### config.mk
export PLATFORM = sky130hd
export DESIGN_NAME = interrupt_level_priority_ctrl
export DESIGN_NICKNAME = d
export VERILOG_FILES = /design/src/int_ctrl_pkg.sv /design/src/interrupt_level_priority_ctrl.sv /design/src/level_source_pick.sv
export SDC_FILE = /design/constraint.sdc
export NUM_CORES = 1
export LEC_CHECK = 0
export BUFFER_PORTS_ARGS = -buffer_cell sky130_fd_sc_hd__buf_2
export CAP_MARGIN = 25
export CORE_ASPECT_RATIO = 0.8
export CORE_UTILIZATION = 42
export CTS_CLUSTER_SIZE = 24
export DETAILED_ROUTE_END_ITERATION = 6
export PLACE_DENSITY = 0.57
export SYNTH_ARGS = -nofsm -noshare
export SYNTH_HDL_FRONTEND = slang
export SYNTH_SLANG_ARGS = --single-unit
### constraint.sdc
create_clock -name clk_i -period 14.9 [get_ports clk_i]
set_input_delay 0.745 -clock clk_i [delete_from_list [all_inputs] [get_ports clk_i]]
set_output_delay 0.745 -clock clk_i [all_outputs]
set_load 0.05 [all_outputs]
### src/int_ctrl_pkg.sv
// Purpose: Shared constants for the level and priority interrupt controller.
// Assumes: Eight-bit register port, byte-wide program memory, one clock.
// Notes:   Offsets are byte addresses on the register port.

package int_ctrl_pkg;

	// ----------------------------------------------------------------
	// Sizes
	// ----------------------------------------------------------------
	localparam int LEVEL_COUNT = 8;
	localparam int SRC_COUNT   = 26;

	// ----------------------------------------------------------------
	// Register offsets
	// ----------------------------------------------------------------
	localparam logic [7:0] ADDR_SYSTEM_MODE    = 8'h00;
	localparam logic [7:0] ADDR_LEVEL_MASK     = 8'h01;
	localparam logic [7:0] ADDR_LEVEL_PRIORITY = 8'h02;
	localparam logic [7:0] ADDR_LEVEL_PENDING  = 8'h03;
	localparam logic [7:0] ADDR_SRC_ENABLE0    = 8'h04;
	localparam logic [7:0] ADDR_SRC_PENDING0   = 8'h08;
	localparam int         SRC_REG_COUNT       = 4;

	// ----------------------------------------------------------------
	// System mode register fields
	// ----------------------------------------------------------------
	localparam int MODE_GLOBAL_BIT = 0;
	localparam int MODE_FAST_BIT   = 1;
	localparam int MODE_FLEVEL_LSB = 2;
	localparam int MODE_WIDTH      = 5;

	// ----------------------------------------------------------------
	// Level priority register fields
	// ----------------------------------------------------------------
	localparam int PRIO_GROUP_LSB = 0;
	localparam int PRIO_A_BIT     = 3;
	localparam int PRIO_B_LSB     = 4;
	localparam int PRIO_C_LSB     = 6;

	// ----------------------------------------------------------------
	// Reset values
	// ----------------------------------------------------------------
	localparam logic [4:0]  MODE_RESET     = 5'h00;
	localparam logic [7:0]  MASK_RESET     = 8'h00;
	localparam logic [7:0]  PRIO_RESET     = 8'h00;
	localparam logic [25:0] SRC_EN_RESET   = 26'h0000000;
	localparam logic [15:0] RESET_PC       = 16'h0100;

	// ----------------------------------------------------------------
	// Source layout and vectors
	// ----------------------------------------------------------------
	localparam logic [4:0]  LEVEL_FIRST [LEVEL_COUNT] = '{5'd0, 5'd3, 5'd4, 5'd6,
		5'd10, 5'd14, 5'd18, 5'd22};
	localparam int          LEVEL_SIZE  [LEVEL_COUNT] = '{3, 1, 2, 4, 4, 4, 4, 4};
	localparam logic [7:0]  VECTOR_BASE     = 8'h40;
	localparam logic [25:0] AUTO_CLEAR_MASK = 26'h000000f;

endpackage

### src/interrupt_level_priority_ctrl.sv
// Purpose: System-level interrupt controller: levels, priority, vectors.
// Assumes: Program memory returns read data one cycle after the read.
// Notes:   A grant runs push, two vector byte reads, then a program counter load.
//
// Operation
// - Eight levels zero to seven, each one request line.
// - Level number gives no priority; the priority register alone orders levels.
// - Levels 0-1 group A, 2-4 group B, 5-7 group C.
// - Inside a level the lowest vector address wins.
// - Twenty-six sources, each with its own vector.
// - Each level has one vector per source; levels with several sources have several vectors.
// - Source pending cleared by hardware at service start for sources 0-3, otherwise by software.
// - A grant disables interrupts and pushes program counter and flags.
// - Handler address is vector byte joined with following byte.
// - All vectors lie in the lowest 256 bytes of program memory.
// - After reset execution starts at address 0100H.
// - Enable instruction sets, disable instruction clears, mode bit 0.
// - With global enable, unmasked pending requests are served by priority.
// - Mask register read and write; a masked level is not served.
// - Read-only level pending register, one bit per level.
// - Mode register also holds fast interrupt controls.
// - Each source is gated by its own enable bit.
// - Mask bit n is level n; one enables, zero blocks.
// - Reset clears mode bits 1 and 0.
// - Mask and priority must be set by software before enabling.

`timescale 1ns/1ps

module interrupt_level_priority_ctrl (
	input  wire logic                                    clk_i,
	input  wire logic                                    reset_i,
	input  wire logic [7:0]                              reg_addr_i,
	input  wire logic [7:0]                              reg_wdata_i,
	input  wire logic                                    reg_wr_i,
	input  wire logic                                    reg_rd_i,
	output logic      [7:0]                              reg_rdata_o,
	input  wire logic [int_ctrl_pkg::SRC_COUNT-1:0]      src_req_i,
	input  wire logic                                    global_int_on_instr_i,
	input  wire logic                                    global_int_off_instr_i,
	output logic                                         irq_o,
	input  wire logic                                    ack_i,
	output logic                                         push_stack_o,
	output logic                                         mem_rd_o,
	output logic      [15:0]                             mem_addr_o,
	input  wire logic [7:0]                              mem_data_i,
	output logic                                         pc_load_o,
	output logic      [15:0]                             pc_value_o,
	output logic      [int_ctrl_pkg::LEVEL_COUNT-1:0]    level_request_o,
	output logic                                         global_enable_o,
	output logic                                         fast_enable_o,
	output logic      [2:0]                              fast_level_o
);
	import int_ctrl_pkg::*;

	// ----------------------------------------------------------------
	// State
	// ----------------------------------------------------------------
	typedef enum logic [2:0] {ST_BOOT, ST_IDLE, ST_PUSH, ST_FETCH_HI, ST_FETCH_LO,
		ST_WAIT} ctrl_state_type;

	typedef struct packed {
		ctrl_state_type         state;
		logic [MODE_WIDTH-1:0]  mode;
		logic [7:0]             mask;
		logic [7:0]             prio;
		logic [SRC_COUNT-1:0]   src_en;
		logic [SRC_COUNT-1:0]   src_pend;
		logic [7:0]             rdata;
		logic [7:0]             vector;
		logic [15:0]            fetch_addr;
		logic [7:0]             handler_hi;
		logic [15:0]            pc_value;
		logic                   pc_load;
	} regs_type;

	regs_type q;
	regs_type d;

	logic [SRC_COUNT-1:0]   src_active;
	logic [LEVEL_COUNT-1:0] level_any;
	logic [4:0]             level_src [LEVEL_COUNT];
	logic [LEVEL_COUNT-1:0] level_req;
	logic                   win_found;
	logic [2:0]             win_level;
	logic [4:0]             win_src;
	logic                   accept;

	// ----------------------------------------------------------------
	// Priority ranking
	// ----------------------------------------------------------------

	// Rank of a group (0 A, 1 B, 2 C) under the group order select.
	function automatic logic [1:0] group_rank(input logic [2:0] sel, input logic [1:0] grp);
		logic [5:0] ranks;
		ranks = 6'b00_01_10;
		case (sel)
			3'h1:    ranks = 6'b00_10_01;
			3'h2:    ranks = 6'b01_00_10;
			3'h3:    ranks = 6'b10_00_01;
			3'h4:    ranks = 6'b01_10_00;
			3'h5:    ranks = 6'b10_01_00;
			default: ranks = 6'b00_01_10;
		endcase
		case (grp)
			2'h0:    group_rank = ranks[5:4];
			2'h1:    group_rank = ranks[3:2];
			default: group_rank = ranks[1:0];
		endcase
	endfunction

	// Rotates a three-member group by the two-bit field; value three acts as zero.
	function automatic logic [1:0] rot3(input logic [1:0] pos, input logic [1:0] rot);
		logic [2:0] sum;
		sum  = 3'(pos) + 3'h3 - 3'((rot == 2'h3) ? 2'h0 : rot);
		rot3 = (sum >= 3'h3) ? 2'(sum - 3'h3) : 2'(sum);
	endfunction

	// Lower rank is served first; the level number enters only through its group and its place in the group.
	function automatic logic [3:0] level_rank(input int lvl, input logic [7:0] prio);
		logic [1:0] grp;
		logic [1:0] sub;
		grp = (lvl < 2) ? 2'h0 : ((lvl < 5) ? 2'h1 : 2'h2);
		if (lvl < 2)
			sub = {1'b0, 1'(lvl) ^ prio[PRIO_A_BIT]};
		else if (lvl < 5)
			sub = rot3(2'(lvl - 2), prio[PRIO_B_LSB +: 2]);
		else
			sub = rot3(2'(lvl - 5), prio[PRIO_C_LSB +: 2]);
		level_rank = 4'(group_rank(prio[PRIO_GROUP_LSB +: 3], grp)) * 4'h3 + 4'(sub);
	endfunction

	// ----------------------------------------------------------------
	// Per-level source selection
	// ----------------------------------------------------------------

	// A source counts only when pending and enabled.
	assign src_active = q.src_pend & q.src_en;

	// Each level picks its own lowest source.
	for (genvar g = 0; g < LEVEL_COUNT; g++)
	begin : gen_level
		level_source_pick #(
			.FIRST (int'(LEVEL_FIRST[g])),
			.COUNT (LEVEL_SIZE[g])
		) u_pick (
			.active_i (src_active),
			.any_o    (level_any[g]),
			.index_o  (level_src[g])
		);
	end

	// Level is requesting when unmasked; global enable gates only irq_o.
	assign level_req = level_any & q.mask;
	assign irq_o     = (q.state == ST_IDLE) && q.mode[MODE_GLOBAL_BIT] && win_found;
	assign accept    = irq_o && ack_i;

	// Picks exactly one level by rank among all requesting levels.
	always_comb
	begin
		logic [3:0] best;
		best      = 4'hf;
		win_found = 1'b0;
		win_level = 3'h0;
		for (int l = 0; l < LEVEL_COUNT; l++)
		begin
			if (level_req[l] && (!win_found || level_rank(l, q.prio) < best))
			begin
				win_found = 1'b1;
				win_level = 3'(l);
				best      = level_rank(l, q.prio);
			end
		end
		win_src = level_src[win_level];
	end

	// ----------------------------------------------------------------
	// Next state
	// ----------------------------------------------------------------

	// Register port, flag updates and the grant sequence.
	always_comb
	begin
		logic [SRC_COUNT-1:0] clr;
		logic [31:0]          wide;
		clr       = '0;
		wide      = '0;
		d         = q;
		d.rdata   = 8'h00;
		d.pc_load = 1'b0;

		// Writes from software.
		if (reg_wr_i)
		begin
			if (reg_addr_i == ADDR_SYSTEM_MODE)
				d.mode = reg_wdata_i[MODE_WIDTH-1:0];
			else if (reg_addr_i == ADDR_LEVEL_MASK)
				d.mask = reg_wdata_i;
			else if (reg_addr_i == ADDR_LEVEL_PRIORITY)
				d.prio = reg_wdata_i;
			else if (reg_addr_i >= ADDR_SRC_ENABLE0 && reg_addr_i < ADDR_SRC_PENDING0)
			begin
				wide                                        = 32'(q.src_en);
				wide[8*(reg_addr_i - ADDR_SRC_ENABLE0) +: 8] = reg_wdata_i;
				d.src_en                                    = wide[SRC_COUNT-1:0];
			end
			else if (reg_addr_i >= ADDR_SRC_PENDING0 &&
				reg_addr_i < ADDR_SRC_PENDING0 + 8'(SRC_REG_COUNT))
			begin
				wide                                          = '0;
				wide[8*(reg_addr_i - ADDR_SRC_PENDING0) +: 8] = reg_wdata_i;
				clr                                           = wide[SRC_COUNT-1:0];
			end
		end

		// Enable and disable instructions; disable wins when both arrive.
		if (global_int_on_instr_i)
			d.mode[MODE_GLOBAL_BIT] = 1'b1;
		if (global_int_off_instr_i)
			d.mode[MODE_GLOBAL_BIT] = 1'b0;

		// Reads return data in the next cycle only; unmapped reads give zero.
		if (reg_rd_i)
		begin
			wide = '0;
			if (reg_addr_i == ADDR_SYSTEM_MODE)
				d.rdata = 8'(q.mode);
			else if (reg_addr_i == ADDR_LEVEL_MASK)
				d.rdata = q.mask;
			else if (reg_addr_i == ADDR_LEVEL_PRIORITY)
				d.rdata = q.prio;
			else if (reg_addr_i == ADDR_LEVEL_PENDING)
				d.rdata = level_any;
			else if (reg_addr_i >= ADDR_SRC_ENABLE0 && reg_addr_i < ADDR_SRC_PENDING0)
			begin
				wide    = 32'(q.src_en);
				d.rdata = wide[8*(reg_addr_i - ADDR_SRC_ENABLE0) +: 8];
			end
			else if (reg_addr_i >= ADDR_SRC_PENDING0 &&
				reg_addr_i < ADDR_SRC_PENDING0 + 8'(SRC_REG_COUNT))
			begin
				wide    = 32'(q.src_pend);
				d.rdata = wide[8*(reg_addr_i - ADDR_SRC_PENDING0) +: 8];
			end
		end

		// Grant sequence.
		case (q.state)
			ST_BOOT:
			begin
				d.pc_value = RESET_PC;
				d.pc_load  = 1'b1;
				d.state    = ST_IDLE;
			end
			ST_IDLE:
			begin
				if (accept)
				begin
					d.mode[MODE_GLOBAL_BIT] = 1'b0;
					d.vector = VECTOR_BASE + {win_src, 1'b0};
					if (AUTO_CLEAR_MASK[win_src])
						clr[win_src] = 1'b1;
					d.state = ST_PUSH;
				end
			end
			ST_PUSH:
			begin
				d.fetch_addr = {8'h00, q.vector};
				d.state      = ST_FETCH_HI;
			end
			ST_FETCH_HI:
			begin
				d.fetch_addr = q.fetch_addr + 16'h0001;
				d.state      = ST_FETCH_LO;
			end
			ST_FETCH_LO:
			begin
				d.handler_hi = mem_data_i;
				d.state      = ST_WAIT;
			end
			ST_WAIT:
			begin
				d.pc_value = {q.handler_hi, mem_data_i};
				d.pc_load  = 1'b1;
				d.state    = ST_IDLE;
			end
			default: d.state = ST_IDLE;
		endcase

		// A new request in the clearing cycle survives the clear.
		d.src_pend = (q.src_pend & ~clr) | src_req_i;
	end

	// ----------------------------------------------------------------
	// Registers
	// ----------------------------------------------------------------

	// Mask and priority are given a defined value although software sets them.
	always_ff @(posedge clk_i)
	begin
		if (reset_i)
		begin
			q            <= '0;
			q.state      <= ST_BOOT;
			q.mode       <= MODE_RESET;
			q.mask       <= MASK_RESET;
			q.prio       <= PRIO_RESET;
			q.src_en     <= SRC_EN_RESET;
		end
		else
			q <= d;
	end

	// ----------------------------------------------------------------
	// Outputs
	// ----------------------------------------------------------------

	// Push and read strobes decode the state; pc load and data come from flip-flops.
	assign push_stack_o    = (q.state == ST_PUSH);
	assign mem_rd_o        = (q.state == ST_FETCH_HI) || (q.state == ST_FETCH_LO);
	assign mem_addr_o      = q.fetch_addr;
	assign reg_rdata_o     = q.rdata;
	assign pc_load_o       = q.pc_load;
	assign pc_value_o      = q.pc_value;
	assign level_request_o = level_any;
	assign global_enable_o = q.mode[MODE_GLOBAL_BIT];
	assign fast_enable_o   = q.mode[MODE_FAST_BIT];
	assign fast_level_o    = q.mode[MODE_FLEVEL_LSB +: 3];

	// ----------------------------------------------------------------
	// Checks
	// ----------------------------------------------------------------
	boot_pc_a: assert property (@(posedge clk_i) $fell(reset_i) |-> ##[0:2]
		(pc_load_o && pc_value_o == RESET_PC)) else $error("reset start address missing");
	irq_gate_a: assert property (@(posedge clk_i) disable iff (reset_i)
		irq_o |-> (global_enable_o && (q.mask & level_any) != 8'h00))
		else $error("request without enable, mask or source");
	ack_disable_a: assert property (@(posedge clk_i) disable iff (reset_i)
		accept |=> !global_enable_o && push_stack_o) else $error("grant left enable set");
	fetch_vector_a: assert property (@(posedge clk_i) disable iff (reset_i)
		accept |=> ##1 (mem_rd_o && mem_addr_o == {8'h00, q.vector})
		##1 (mem_rd_o && mem_addr_o == {8'h00, q.vector} + 16'h0001))
		else $error("vector bytes not fetched in order");
	handler_join_a: assert property (@(posedge clk_i) disable iff (reset_i)
		(pc_load_o && $past(mem_rd_o, 2)) |->
		pc_value_o == {$past(mem_data_i, 2), $past(mem_data_i)})
		else $error("handler address not joined from vector bytes");
	vector_area_a: assert property (@(posedge clk_i) disable iff (reset_i)
		mem_rd_o |-> mem_addr_o[15:8] == 8'h00) else $error("vector outside low page");
	mask_write_a: assert property (@(posedge clk_i) disable iff (reset_i)
		(reg_wr_i && reg_addr_i == ADDR_LEVEL_MASK) |=> q.mask == $past(reg_wdata_i))
		else $error("mask write lost");
	pend_read_a: assert property (@(posedge clk_i) disable iff (reset_i)
		(reg_rd_i && reg_addr_i == ADDR_LEVEL_PENDING) |=> reg_rdata_o == $past(level_any))
		else $error("level pending read wrong");
	instr_on_a: assert property (@(posedge clk_i) disable iff (reset_i)
		(global_int_on_instr_i && !global_int_off_instr_i && !accept) |=> global_enable_o)
		else $error("enable instruction ignored");
	set_wins_a: assert property (@(posedge clk_i) disable iff (reset_i)
		1'b1 |=> (q.src_pend & $past(src_req_i)) == $past(src_req_i))
		else $error("source request lost");

endmodule

### src/level_source_pick.sv
// Purpose: Picks the lowest-numbered active source inside one level.
// Assumes: Lower source index means lower vector address.
// Notes:   One instance per level.

`timescale 1ns/1ps

module level_source_pick #(
	parameter int FIRST = 0,
	parameter int COUNT = 1
) (
	input  wire logic [int_ctrl_pkg::SRC_COUNT-1:0] active_i,
	output logic                                    any_o,
	output logic      [4:0]                         index_o
);
	import int_ctrl_pkg::*;

	// ----------------------------------------------------------------
	// Fixed in-level order
	// ----------------------------------------------------------------

	// Scans from the top so that the lowest active index is kept last.
	always_comb
	begin
		any_o   = 1'b0;
		index_o = 5'(FIRST);
		for (int i = FIRST + COUNT - 1; i >= FIRST; i--)
		begin
			if (active_i[i])
			begin
				any_o   = 1'b1;
				index_o = 5'(i);
			end
		end
	end

endmodule

==> results of run 1 <==
-- placed cells by master, fill, tap and decap left out, types with 5 or more instances in the layout --
| cell type | instances |
|---|---|
| buf_2 | 112 |
| and3_1 | 10 |
| a31oi_1 | 7 |
| o211ai_1 | 8 |
| a211oi_1 | 8 |
| a32oi_1 | 5 |
| a21oi_1 | 76 |
| nor3_1 | 20 |
| ha_1 | 66 |
| inv_1 | 58 |
| buf_4 | 6 |
| inv_6 | 5 |
| mux2i_1 | 67 |
| dfxtp_1 | 131 |
| a21o_1 | 12 |
| nor2_1 | 157 |
| nand4b_1 | 5 |
| or4_1 | 8 |
| o21ai_0 | 31 |
| nand4_1 | 13 |
| fa_1 | 18 |
| nand2b_1 | 14 |
| or3_1 | 8 |
| o21a_1 | 9 |
| xnor2_1 | 23 |
| nand2_1 | 126 |
| nor4b_1 | 5 |
| nor4_1 | 9 |
| a22oi_1 | 29 |
| or2_2 | 6 |
| xor2_1 | 20 |
| o22ai_1 | 9 |
| clkbuf_16 | 17 |
| mux2_2 | 5 |
| nor2b_1 | 20 |
| nand3_1 | 36 |
| a221oi_1 | 13 |
-- stage by stage --
step / instance area (µm²) / power (mW) / utilization [%] / hold slack [ps] / cells
after floorplan: 9780 / 0.410 / - / 425 / 1207
after global placement: 10200 / 0.435 / 45.0 / 454 / 1530
after detailed placement: 10200 / 0.436 / 45.1 / 461 / 1531
after CTS: 10800 / 0.896 / 47.9 / 472 / 1563
after global routing: 10800 / 0.921 / 47.9 / 485 / 1564
final: 10800 / 0.892 / 47.9 / 467 / 1564
-- final cells by class --
type | count | area (µm²) | share of cell area, %
multi-input combinational | 918 | 6360 | 58.7
timing repair buffer | 119 | 617 | 5.69
inverter | 58 | 218 | 2.01
tap | 306 | 383 | 3.53
clock buffer | 17 | 425 | 3.92
sequential | 131 | 2620 | 24.2
clock inverter | 15 | 213 | 1.96
-- worst max-delay path: cells and delay by family, from the launching register on --
family	cells	cell delay, ps
simple gates	22	4130
compound gates	20	4020
fa+ha+maj	9	2960
flops	1	610
buf+inv	3	300
mux	2	250
xor+xnor	1	180
-- cells by family (layout without fill, tap and decap cells) --
| kind of cell | Yosys count | after routing | synth area share [%] |
|---|---|---|---|
| AO/OA/AOI/OAI | 252 | 252 | 17.9 |
| XOR/XNOR | 44 | 44 | 4.08 |
| adder cells (fa/ha/maj) | 85 | 85 | 12.2 |
| buffers and inverters | 158 | 209 | 8.13 |
| flip-flops | 131 | 131 | 26.8 |
| multiplexers | 78 | 78 | 8.67 |
| AND/OR/NAND/NOR | 459 | 459 | 22.1 |
-- report_power, final --
| part | internal, mW | switching, mW | total, mW |
|---|---|---|---|
| registers | 0.356 | 0.00850 | 0.364 |
| logic | 0.0232 | 0.0410 | 0.0642 |
| clock network | 0.273 | 0.190 | 0.463 |
-- routing by layer --
metal | global-route usage, % | vias to the layer above | share of wire (%)
met3 | 4.13 | 36 | 4.7
met5 | 0 | - | 0
li1 | - | 4314 | -
met1 | 33.8 | 4179 | 49
met2 | 36.1 | 244 | 44
met4 | 6.63 | 0 | 2.0
-- worst max path at each step --
| stage | end | slack (ps) | cells past startpoint | from |
|---|---|---|---|---|
| finish | q[57]$_SDFF_PP0_ | 2300 | 57 | q[109]$_SDFFE_PP0P_ |
| global route | q[59]$_SDFF_PP0_ | 1190 | 57 | q[109]$_SDFFE_PP0P_ |
| CTS | q[57]$_SDFF_PP0_ | 2400 | 55 | q[109]$_SDFFE_PP0P_ |
| detailed placement | q[57]$_SDFF_PP0_ | 2440 | 55 | q[109]$_SDFFE_PP0P_ |
| global placement | q[57]$_SDFF_PP0_ | 2760 | 57 | q[109]$_SDFFE_PP0P_ |
| floorplan | q[57]$_SDFF_PP0_ | 3870 | 56 | q[109]$_SDFFE_PP0P_ |
==> flow_summary.yaml, run 1 <==
global_route:
  antenna_found_initial: 0
  gr-total-overflow: 0
  grt_max_degree: 69
  grt_pass1_wl_um: 44900
  grt_usage_pct: 23.6
  grt_pass1_vias: 8246
synth:
  synthTopCellsByCount: "nor2_1 (157), dfxtp_1 (131), nand2_1 (126)"
  postSynthRegisterBits: 131
  netlist_area_um2: 9780
  synth_flop_cell: "dfxtp_1"
  synth_edf_count: 0
  postSynth.asyncResetShare_pct: 0
  netlist-cell-type-count: 79
  synthCells: 1207
  synth_area_leaders: "dfxtp_1 (27%), ha_1 (8.4%), mux2i_1 (6.9%)"
  yosys.area.top_type: "dfxtp_1"
  synth_top_area_share_pct: 26.8
  synth.most_common_cell: "nor2_1"
  yosysWarnings: 0
  ys_seq_area_share_pct: 26.8
  synth_nets: 1348
  syn_avg_cell_area_um2: 8.10
power:
  peakVddDrop_mv: 0.0770
  cellPowerDensity_nw_per_um2: 82.2
  leakagePower_nw: 4.68
route:
  drt_wl_total_um: 27800
  wire_per_inst_um: 17.8
  drt_pass1_iterations: 5
  num_vias: 8773
  route.detailed.drc: 0
  drt_iter0_drc: 654
  viasPerCell: 5.61
  detail-route-antenna-nets: 0
worst_hold_path:
  worstHoldPathType: "reg2reg"
  whs_path_depth: 2
  min_to: "pc_value_o[8]$_SDFFE_PP0P_"
  hold_start: "pc_value_o[8]$_SDFFE_PP0P_"
clock_tree:
  clk_pin_slew_ps: 70
  clk_latency_ps: 420
  cts_hold_buffers: 0
  cts_tree: "done"
  numClockSinks: 131
  cts_buffers: 17
  clk_path_buf_depth: 2
  htreeDepth: 4
  post_cts_resize_count: 0
  cts_setup_buffers: 0
  cts_root_buf: "clkbuf_16"
placement:
  place_ws_ps: 2440
  io_buffers: 113
  gp_congestion: 0.905
  dp_hpwl_um: 21200
setup_path:
  cp_slowest_stage_delay_ps: 700
  crit_fanout: 14
  cp.arrival_ps: 12910
  r2r_end: "q[57]$_SDFF_PP0_"
  r2r_cells: 57
  cp.required_ps: 15210
  reg2reg_from: "q[109]$_SDFFE_PP0P_"
  r2r_setup_slack_ps: 2300
  end_kind: "flop"
  critPathLaunchType: "flop"
  worst-setup-path-type: "reg2reg"
  critical-path-slowest-cell: "nor3_1"
  critPathMostFrequentCell: "ha_1"
layout:
  diodes: 0
  layout-drive-gt1-share_pct: 14.6
  final_nets: 1386
  areaGrowthSynthToFinish_pct: 10.9
  fill_cells: 2264
floorplan:
  io_pins: 114
  rows: 49
  die_height_um: 138
  die_w_um: 173
  initial_utilization_pct: 43.2
  die-area_um2: 23900
  fp.coreArea_um2: 22600
sta:
  drv_slew: 0
  finalSetupViolCount: 0
  rsz0062_at_grt: "false"
  fin_crit_sh_pct: 84.5
  setup_tns_ps: 0
  worstMarginPinSlew_ps: 1200
  hold_viol: 0
  setup_slack_ps: 2300
  fmax_ghz: 0.0794
  period_minus_slack_ps: 12600
  skew_ps: 14.1
  slew_headroom_pct: 20.1
status:
  status: "completed"
job:
  max_cap_viol_count: 0
Note: power is estimated with default switching activity, not from simulation.
==> inputs of run 2 (changes only) <==
==> constraint.sdc (replaced) <==
create_clock -name clk_i -period 11.7 [get_ports clk_i]
set_input_delay 0.585 -clock clk_i [delete_from_list [all_inputs] [get_ports clk_i]]
set_output_delay 0.585 -clock clk_i [all_outputs]
set_load 0.05 [all_outputs]
==> run 2 against run 1 <==
Worst setup slack lost 1800 ps; via count is 1.4% higher; wire length is 2.2% higher; final cell count up 1.9%; critical endpoint is now q[43]$_SDFFE_PP0P_; largest power group unchanged.
==> flow_summary.yaml, run 2 (synthesis gave the netlist of run 1 again) <==
status:
  status: "completed"
sta:
  hold_viol: 0
  drv_slew: 0
  period_minus_slack_ps: 11210
  fin_crit_sh_pct: 95.8
  slew_headroom_pct: 29.1
  worstMarginPinSlew_ps: 1060
  finalSetupViolCount: 0
  timing.hold.ws_ps: 333
  skew_ps: 10.3
  fmax_ghz: 0.0892
route:
  route.detailed.drc: 0
  drt_iter0_drc: 553
  top_layer_used: "met4"
  wire_per_inst_um: 17.8
  routed-wl-met2_um: 12500
  detail-route-antenna-nets: 0
  wl_met3_um: 1480
  num_vias: 8898
  viasPerCell: 5.58
  drt_pass1_iterations: 5
  met1Wirelength_um: 14100
  drt_wl_total_um: 28400
power:
  peakVddDrop_mv: 0.0951
  leakagePower_nw: 4.82
  switching_share_pct: 29.0
  p_int_mw: 0.767
  power.switching_mw: 0.314
  power_frac_seq_pct: 42.8
  clkPwrFrac_pct: 49.6
  p_comb_share_pct: 7.6
  cellPowerDensity_nw_per_um2: 96.2
setup_path:
  reg2reg_from: "q[109]$_SDFFE_PP0P_"
  worst-setup-path-type: "reg2reg"
  crit_fanout: 8
  r2r_end: "q[43]$_SDFFE_PP0P_"
  critical-path-slowest-cell: "fa_1"
  cp_slowest_stage_delay_ps: 520
  r2r_setup_slack_ps: 490
  cp-startpoint: "q[109]$_SDFFE_PP0P_"
  crit_end: "q[43]$_SDFFE_PP0P_"
  cp.required_ps: 12040
  r2r_cells: 60
  end_kind: "flop"
  critPathLaunchType: "flop"
  cp.arrival_ps: 11550
layout:
  regArea_um2: 2630
  final_nets: 1416
  finalInstanceArea_um2: 11200
  instances_no_fill: 1594
  final_common_cell: "nor2_1"
  final_cell_mix: "nor2_1 (150), dfxtp_1 (128), nand2_1 (121)"
  layout-drive-gt1-share_pct: 19.6
  diodes: 0
  utilization_pct: 49.7
  fill_cells: 2250
  areaGrowthSynthToFinish_pct: 14.9
  multi_input_area_um2: 6590
clock_tree:
  clk_path_buf_depth: 2
  clk_latency_ps: 430
  cts_root_buf: "clkbuf_16"
  cts_tree: "done"
  cts_hold_buffers: 0
  htreeDepth: 4
  numClockSinks: 131
  cts_buffers: 17
  clk_pin_slew_ps: 70
floorplan:
  die_height_um: 138
  die-area_um2: 23900
  initial_utilization_pct: 43.2
  fp.coreArea_um2: 22600
  rows: 49
  die_w_um: 173
  io_pins: 114
global_route:
  antenna_found_initial: 0
  grt_pass1_vias: 8207
  grt_max_degree: 63
  grt_usage_pct: 23.4
  grt_pass1_wl_um: 44600
  gr-total-overflow: 0
placement:
  dp_cells: 1542
  io_buffers: 113
  dp_hpwl_um: 21200
  placed_cell_area_um2: 10300
  gp_congestion: 0.915
job:
  max_cap_viol_count: 0
worst_hold_path:
  worstHoldPathType: "in2reg"
## run 2: metal layers
metal,global-route usage (%),up-vias
met1,33.8,4238
li1,-,4374
met4,5.26,0
met3,4.07,29
met2,36.3,257
met5,0,-
## run 2: worst max-delay path, delay by kind of cell, from the launching register on
kind	cells	cell delay, ps
muxes	2	360
DFF	1	400
buffers and inverters	6	690
AOI/OAI and AO/OA	23	4240
xor gates and xnor gates	1	130
and+or+nand+nor	19	2440
adders and majority gates	9	2840
## run 2: cell type report
| type | count | share of cell area [%] |
|---|---|---|
| well taps | 306 | 3.41 |
| repair buffers | 148 | 7.44 |
| flip-flops and latches | 131 | 23.4 |
| inverters | 58 | 1.94 |
| clock buffers | 17 | 3.79 |
| multi-input cells | 919 | 58.6 |
| clock inverters | 15 | 1.39 |
## run 2: stage by stage
stage               TNS (ps)  worst slack [ps]  total power [mW]
floorplan                  0               673             0.522
global route            -320             -86.8              1.12
global placement           0              52.1             0.555
CTS                        0              15.0              1.09
finish                     0               490              1.08
detailed placement     -1130              -251             0.555
## run 2: power groups by stage
| stage | clock network (mW) | registers [mW] | logic (mW) |
|---|---|---|---|
| 6_report | 0.536 | 0.463 | 0.0821 |
| 5_1_grt | 0.568 | 0.464 | 0.0909 |
| 4_1_cts | 0.547 | 0.463 | 0.0818 |
| 3_5_place_dp | 0 | 0.474 | 0.0816 |
| 3_3_place_gp | 0 | 0.473 | 0.0813 |
| 2_1_floorplan | 0 | 0.470 | 0.0527 |
## run 2: worst min-delay path by stage
stage / startpoint / to / cells after the start / slack [ps]
detailed placement: q[47]$_SDFFE_PP0P_ / q[47]$_SDFFE_PP0P_ / 2 / 460
finish: global_int_off_instr_i / global_enable_o$_SDFF_PP0_ / 2 / 330
CTS: global_int_off_instr_i / global_enable_o$_SDFF_PP0_ / 2 / 320
global placement: q[47]$_SDFFE_PP0P_ / q[47]$_SDFFE_PP0P_ / 2 / 450
floorplan: q[42]$_SDFFE_PP0P_ / q[42]$_SDFFE_PP0P_ / 2 / 420
global route: global_int_off_instr_i / global_enable_o$_SDFF_PP0_ / 2 / 320
## run 2: timing repair
action / CTS / global route
cloned: 0 / 1
buffers inserted: 0 / 18
resized for setup: 4 / 53
setup endpoints to repair: 9 / 9
pin swaps: 0 / 19
==> inputs of run 3 (changes only) <==
--- a/config.mk
+++ b/config.mk
@@ -5,13 +5,15 @@
 export SDC_FILE = /design/constraint.sdc
 export NUM_CORES = 1
 export LEC_CHECK = 0
-export BUFFER_PORTS_ARGS = -buffer_cell sky130_fd_sc_hd__buf_2
+export BUFFER_PORTS_ARGS = -buffer_cell sky130_fd_sc_hd__buf_4
 export CAP_MARGIN = 25
 export CORE_ASPECT_RATIO = 0.8
+export CORE_MARGIN = 3
 export CORE_UTILIZATION = 42
 export CTS_CLUSTER_SIZE = 24
 export DETAILED_ROUTE_END_ITERATION = 6
 export PLACE_DENSITY = 0.57
+export SKIP_LAST_GASP = 1
 export SYNTH_ARGS = -nofsm -noshare
 export SYNTH_HDL_FRONTEND = slang
 export SYNTH_SLANG_ARGS = --single-unit
==> run 3 against run 2 <==
Design area is 1.8% higher; non-clock buffer count is 4 lower; total power is 3.0% higher; hold slack better by 5.9 ps; sequential share of layout area is 0.41 points lower; register-to-register slack better by 110 ps; count of clock-buffer cells in the layout stayed put; final cell count is 0.31% lower; critical path depth is 1 lower.
==> flow_summary.yaml, run 3 (synthesis gave the netlist of run 1 again) <==
status:
  status: "completed"
sta:
  setup_slack_ps: 595
  fin_crit_sh_pct: 94.9
  setup_tns_ps: 0
  period_minus_slack_ps: 11110
  hold_viol: 0
  worstMarginPinSlew_ps: 1050
  fmax_ghz: 0.0900
  finalSetupViolCount: 0
  slew_headroom_pct: 29.5
  skew_ps: 13.1
  drv_slew: 0
  timing.hold.ws_ps: 339
layout:
  final_common_cell: "nor2_1"
  fill_cells: 2261
  layout-drive-gt1-share_pct: 18.6
  final_nets: 1411
  areaGrowthSynthToFinish_pct: 17.0
  final_cell_mix: "nor2_1 (152), buf_4 (142), dfxtp_1 (128)"
  finalInstanceArea_um2: 11400
  diodes: 0
global_route:
  grt_usage_pct: 22.1
  grt_max_degree: 62
  grt_pass1_vias: 8130
  antenna_found_initial: 0
  met2_usage_pct: 33.9
  grt_util_met3_pct: 4.75
  top_usage_layer: "met2"
  grt_use_met1_pct: 32.0
  grt_pass1_wl_um: 44300
  gr-total-overflow: 0
setup_path:
  cp_slowest_stage_delay_ps: 530
  reg2reg_from: "q[111]$_SDFFE_PP0P_"
  r2r_setup_slack_ps: 590
  r2r_end: "q[57]$_SDFF_PP0_"
  worst-setup-path-type: "reg2reg"
  end_kind: "flop"
  cp.required_ps: 12010
  crit_family: "compound AO/OA/AOI/OAI gates"
  crit_buf_inv: 5
  critPathLaunchType: "flop"
  cp.arrival_ps: 11410
  critical-path-slowest-cell: "fa_1"
  crit_fanout: 8
  r2r_cells: 59
route:
  viasPerCell: 5.61
  wire_per_inst_um: 17.9
  num_vias: 8917
  drt_wl_total_um: 28400
  detail-route-antenna-nets: 0
  route.detailed.drc: 0
  drt_iter0_drc: 817
  drt_pass1_iterations: 6
worst_hold_path:
  whs_path_depth: 2
  min_to: "global_enable_o$_SDFF_PP0_"
  worstHoldPathType: "in2reg"
  hold_start: "global_int_off_instr_i"
clock_tree:
  clk_path_buf_depth: 2
  clk_pin_slew_ps: 60
  numClockSinks: 131
  htreeDepth: 4
  cts_tree: "done"
  cts_hold_buffers: 0
  clk_latency_ps: 430
  cts_root_buf: "clkbuf_16"
  cts_buffers: 17
floorplan:
  die_height_um: 142
  rows: 49
  die-area_um2: 25200
  initial_utilization_pct: 43.1
  die_w_um: 177
  fp.coreArea_um2: 22700
  io_pins: 114
power:
  peakVddDrop_mv: 0.0775
  leakagePower_nw: 4.84
  total_power_mw: 1.11
  cellPowerDensity_nw_per_um2: 97.4
job:
  max_cap_viol_count: 0
placement:
  gp_congestion: 0.901
  dp_hpwl_um: 21500
  placed_cell_area_um2: 10500
  place_ws_ps: -145
  io_buffers: 113
## run 3: cell type report
type	count	area [µm²]	share of cell area, %
multi-input combinational	918	6500	56.9
inverter	58	218	1.90
tap	306	383	3.35
sequential	131	2630	23.0
timing repair buffer	144	1080	9.49
clock buffer	17	425	3.72
clock inverter	15	189	1.65
## run 3: worst max-delay path by stage
stage / from / end / slack [ps] / cells after the start
3_3_place_gp: q[110]$_SDFFE_PP0P_ / q[44]$_SDFFE_PP0P_ / 110 / 56
5_1_grt: q[110]$_SDFFE_PP0P_ / q[59]$_SDFF_PP0_ / -110 / 60
4_1_cts: q[109]$_SDFFE_PP0P_ / q[42]$_SDFFE_PP0P_ / 1 / 57
3_5_place_dp: q[110]$_SDFFE_PP0P_ / q[44]$_SDFFE_PP0P_ / -140 / 56
2_1_floorplan: q[109]$_SDFFE_PP0P_ / q[57]$_SDFF_PP0_ / 670 / 56
6_report: q[111]$_SDFFE_PP0P_ / q[57]$_SDFF_PP0_ / 590 / 59
## run 3: worst reg2reg max path, delay by kind of cell, from the launching register on
family | cells | cell delay, ps
AO/OA/AOI/OAI | 21 | 3580
buffers and inverters | 5 | 620
XOR/XNOR | 2 | 280
adder cells (fa/ha/maj) | 8 | 2540
multiplexers | 2 | 240
flip-flops | 1 | 390
AND/OR/NAND/NOR | 21 | 3360
## run 3: power by group
part | leakage [nW] | switching, mW | internal (mW)
Clock | 0.298 | 0.237 | 0.326
Combinational | 3.47 | 0.0529 | 0.0354
Sequential | 1.07 | 0.0108 | 0.453
## run 3: metrics by stage
stage | utilization, % | std cells
after global placement | 46.4 | 1539
final | 50.4 | 1589
after global routing | 50.4 | 1589
after detailed placement | 46.5 | 1540
after floorplan | - | 1207
after CTS | 49.2 | 1572
## run 3: repair_timing
item                                    in CTS  in global routing
gates resized for setup                      3                 40
gates cloned                                 0                  0
setup buffers                                0                 15
endpoints found under the setup margin       9                  9
pin swaps                                    0                 15
## run 3: per-layer routing
metal	share of wire [%]	routed length, µm
met3	6.9	1960
met2	45	12600
met5	0	0
met4	1.3	366
met1	47	13400
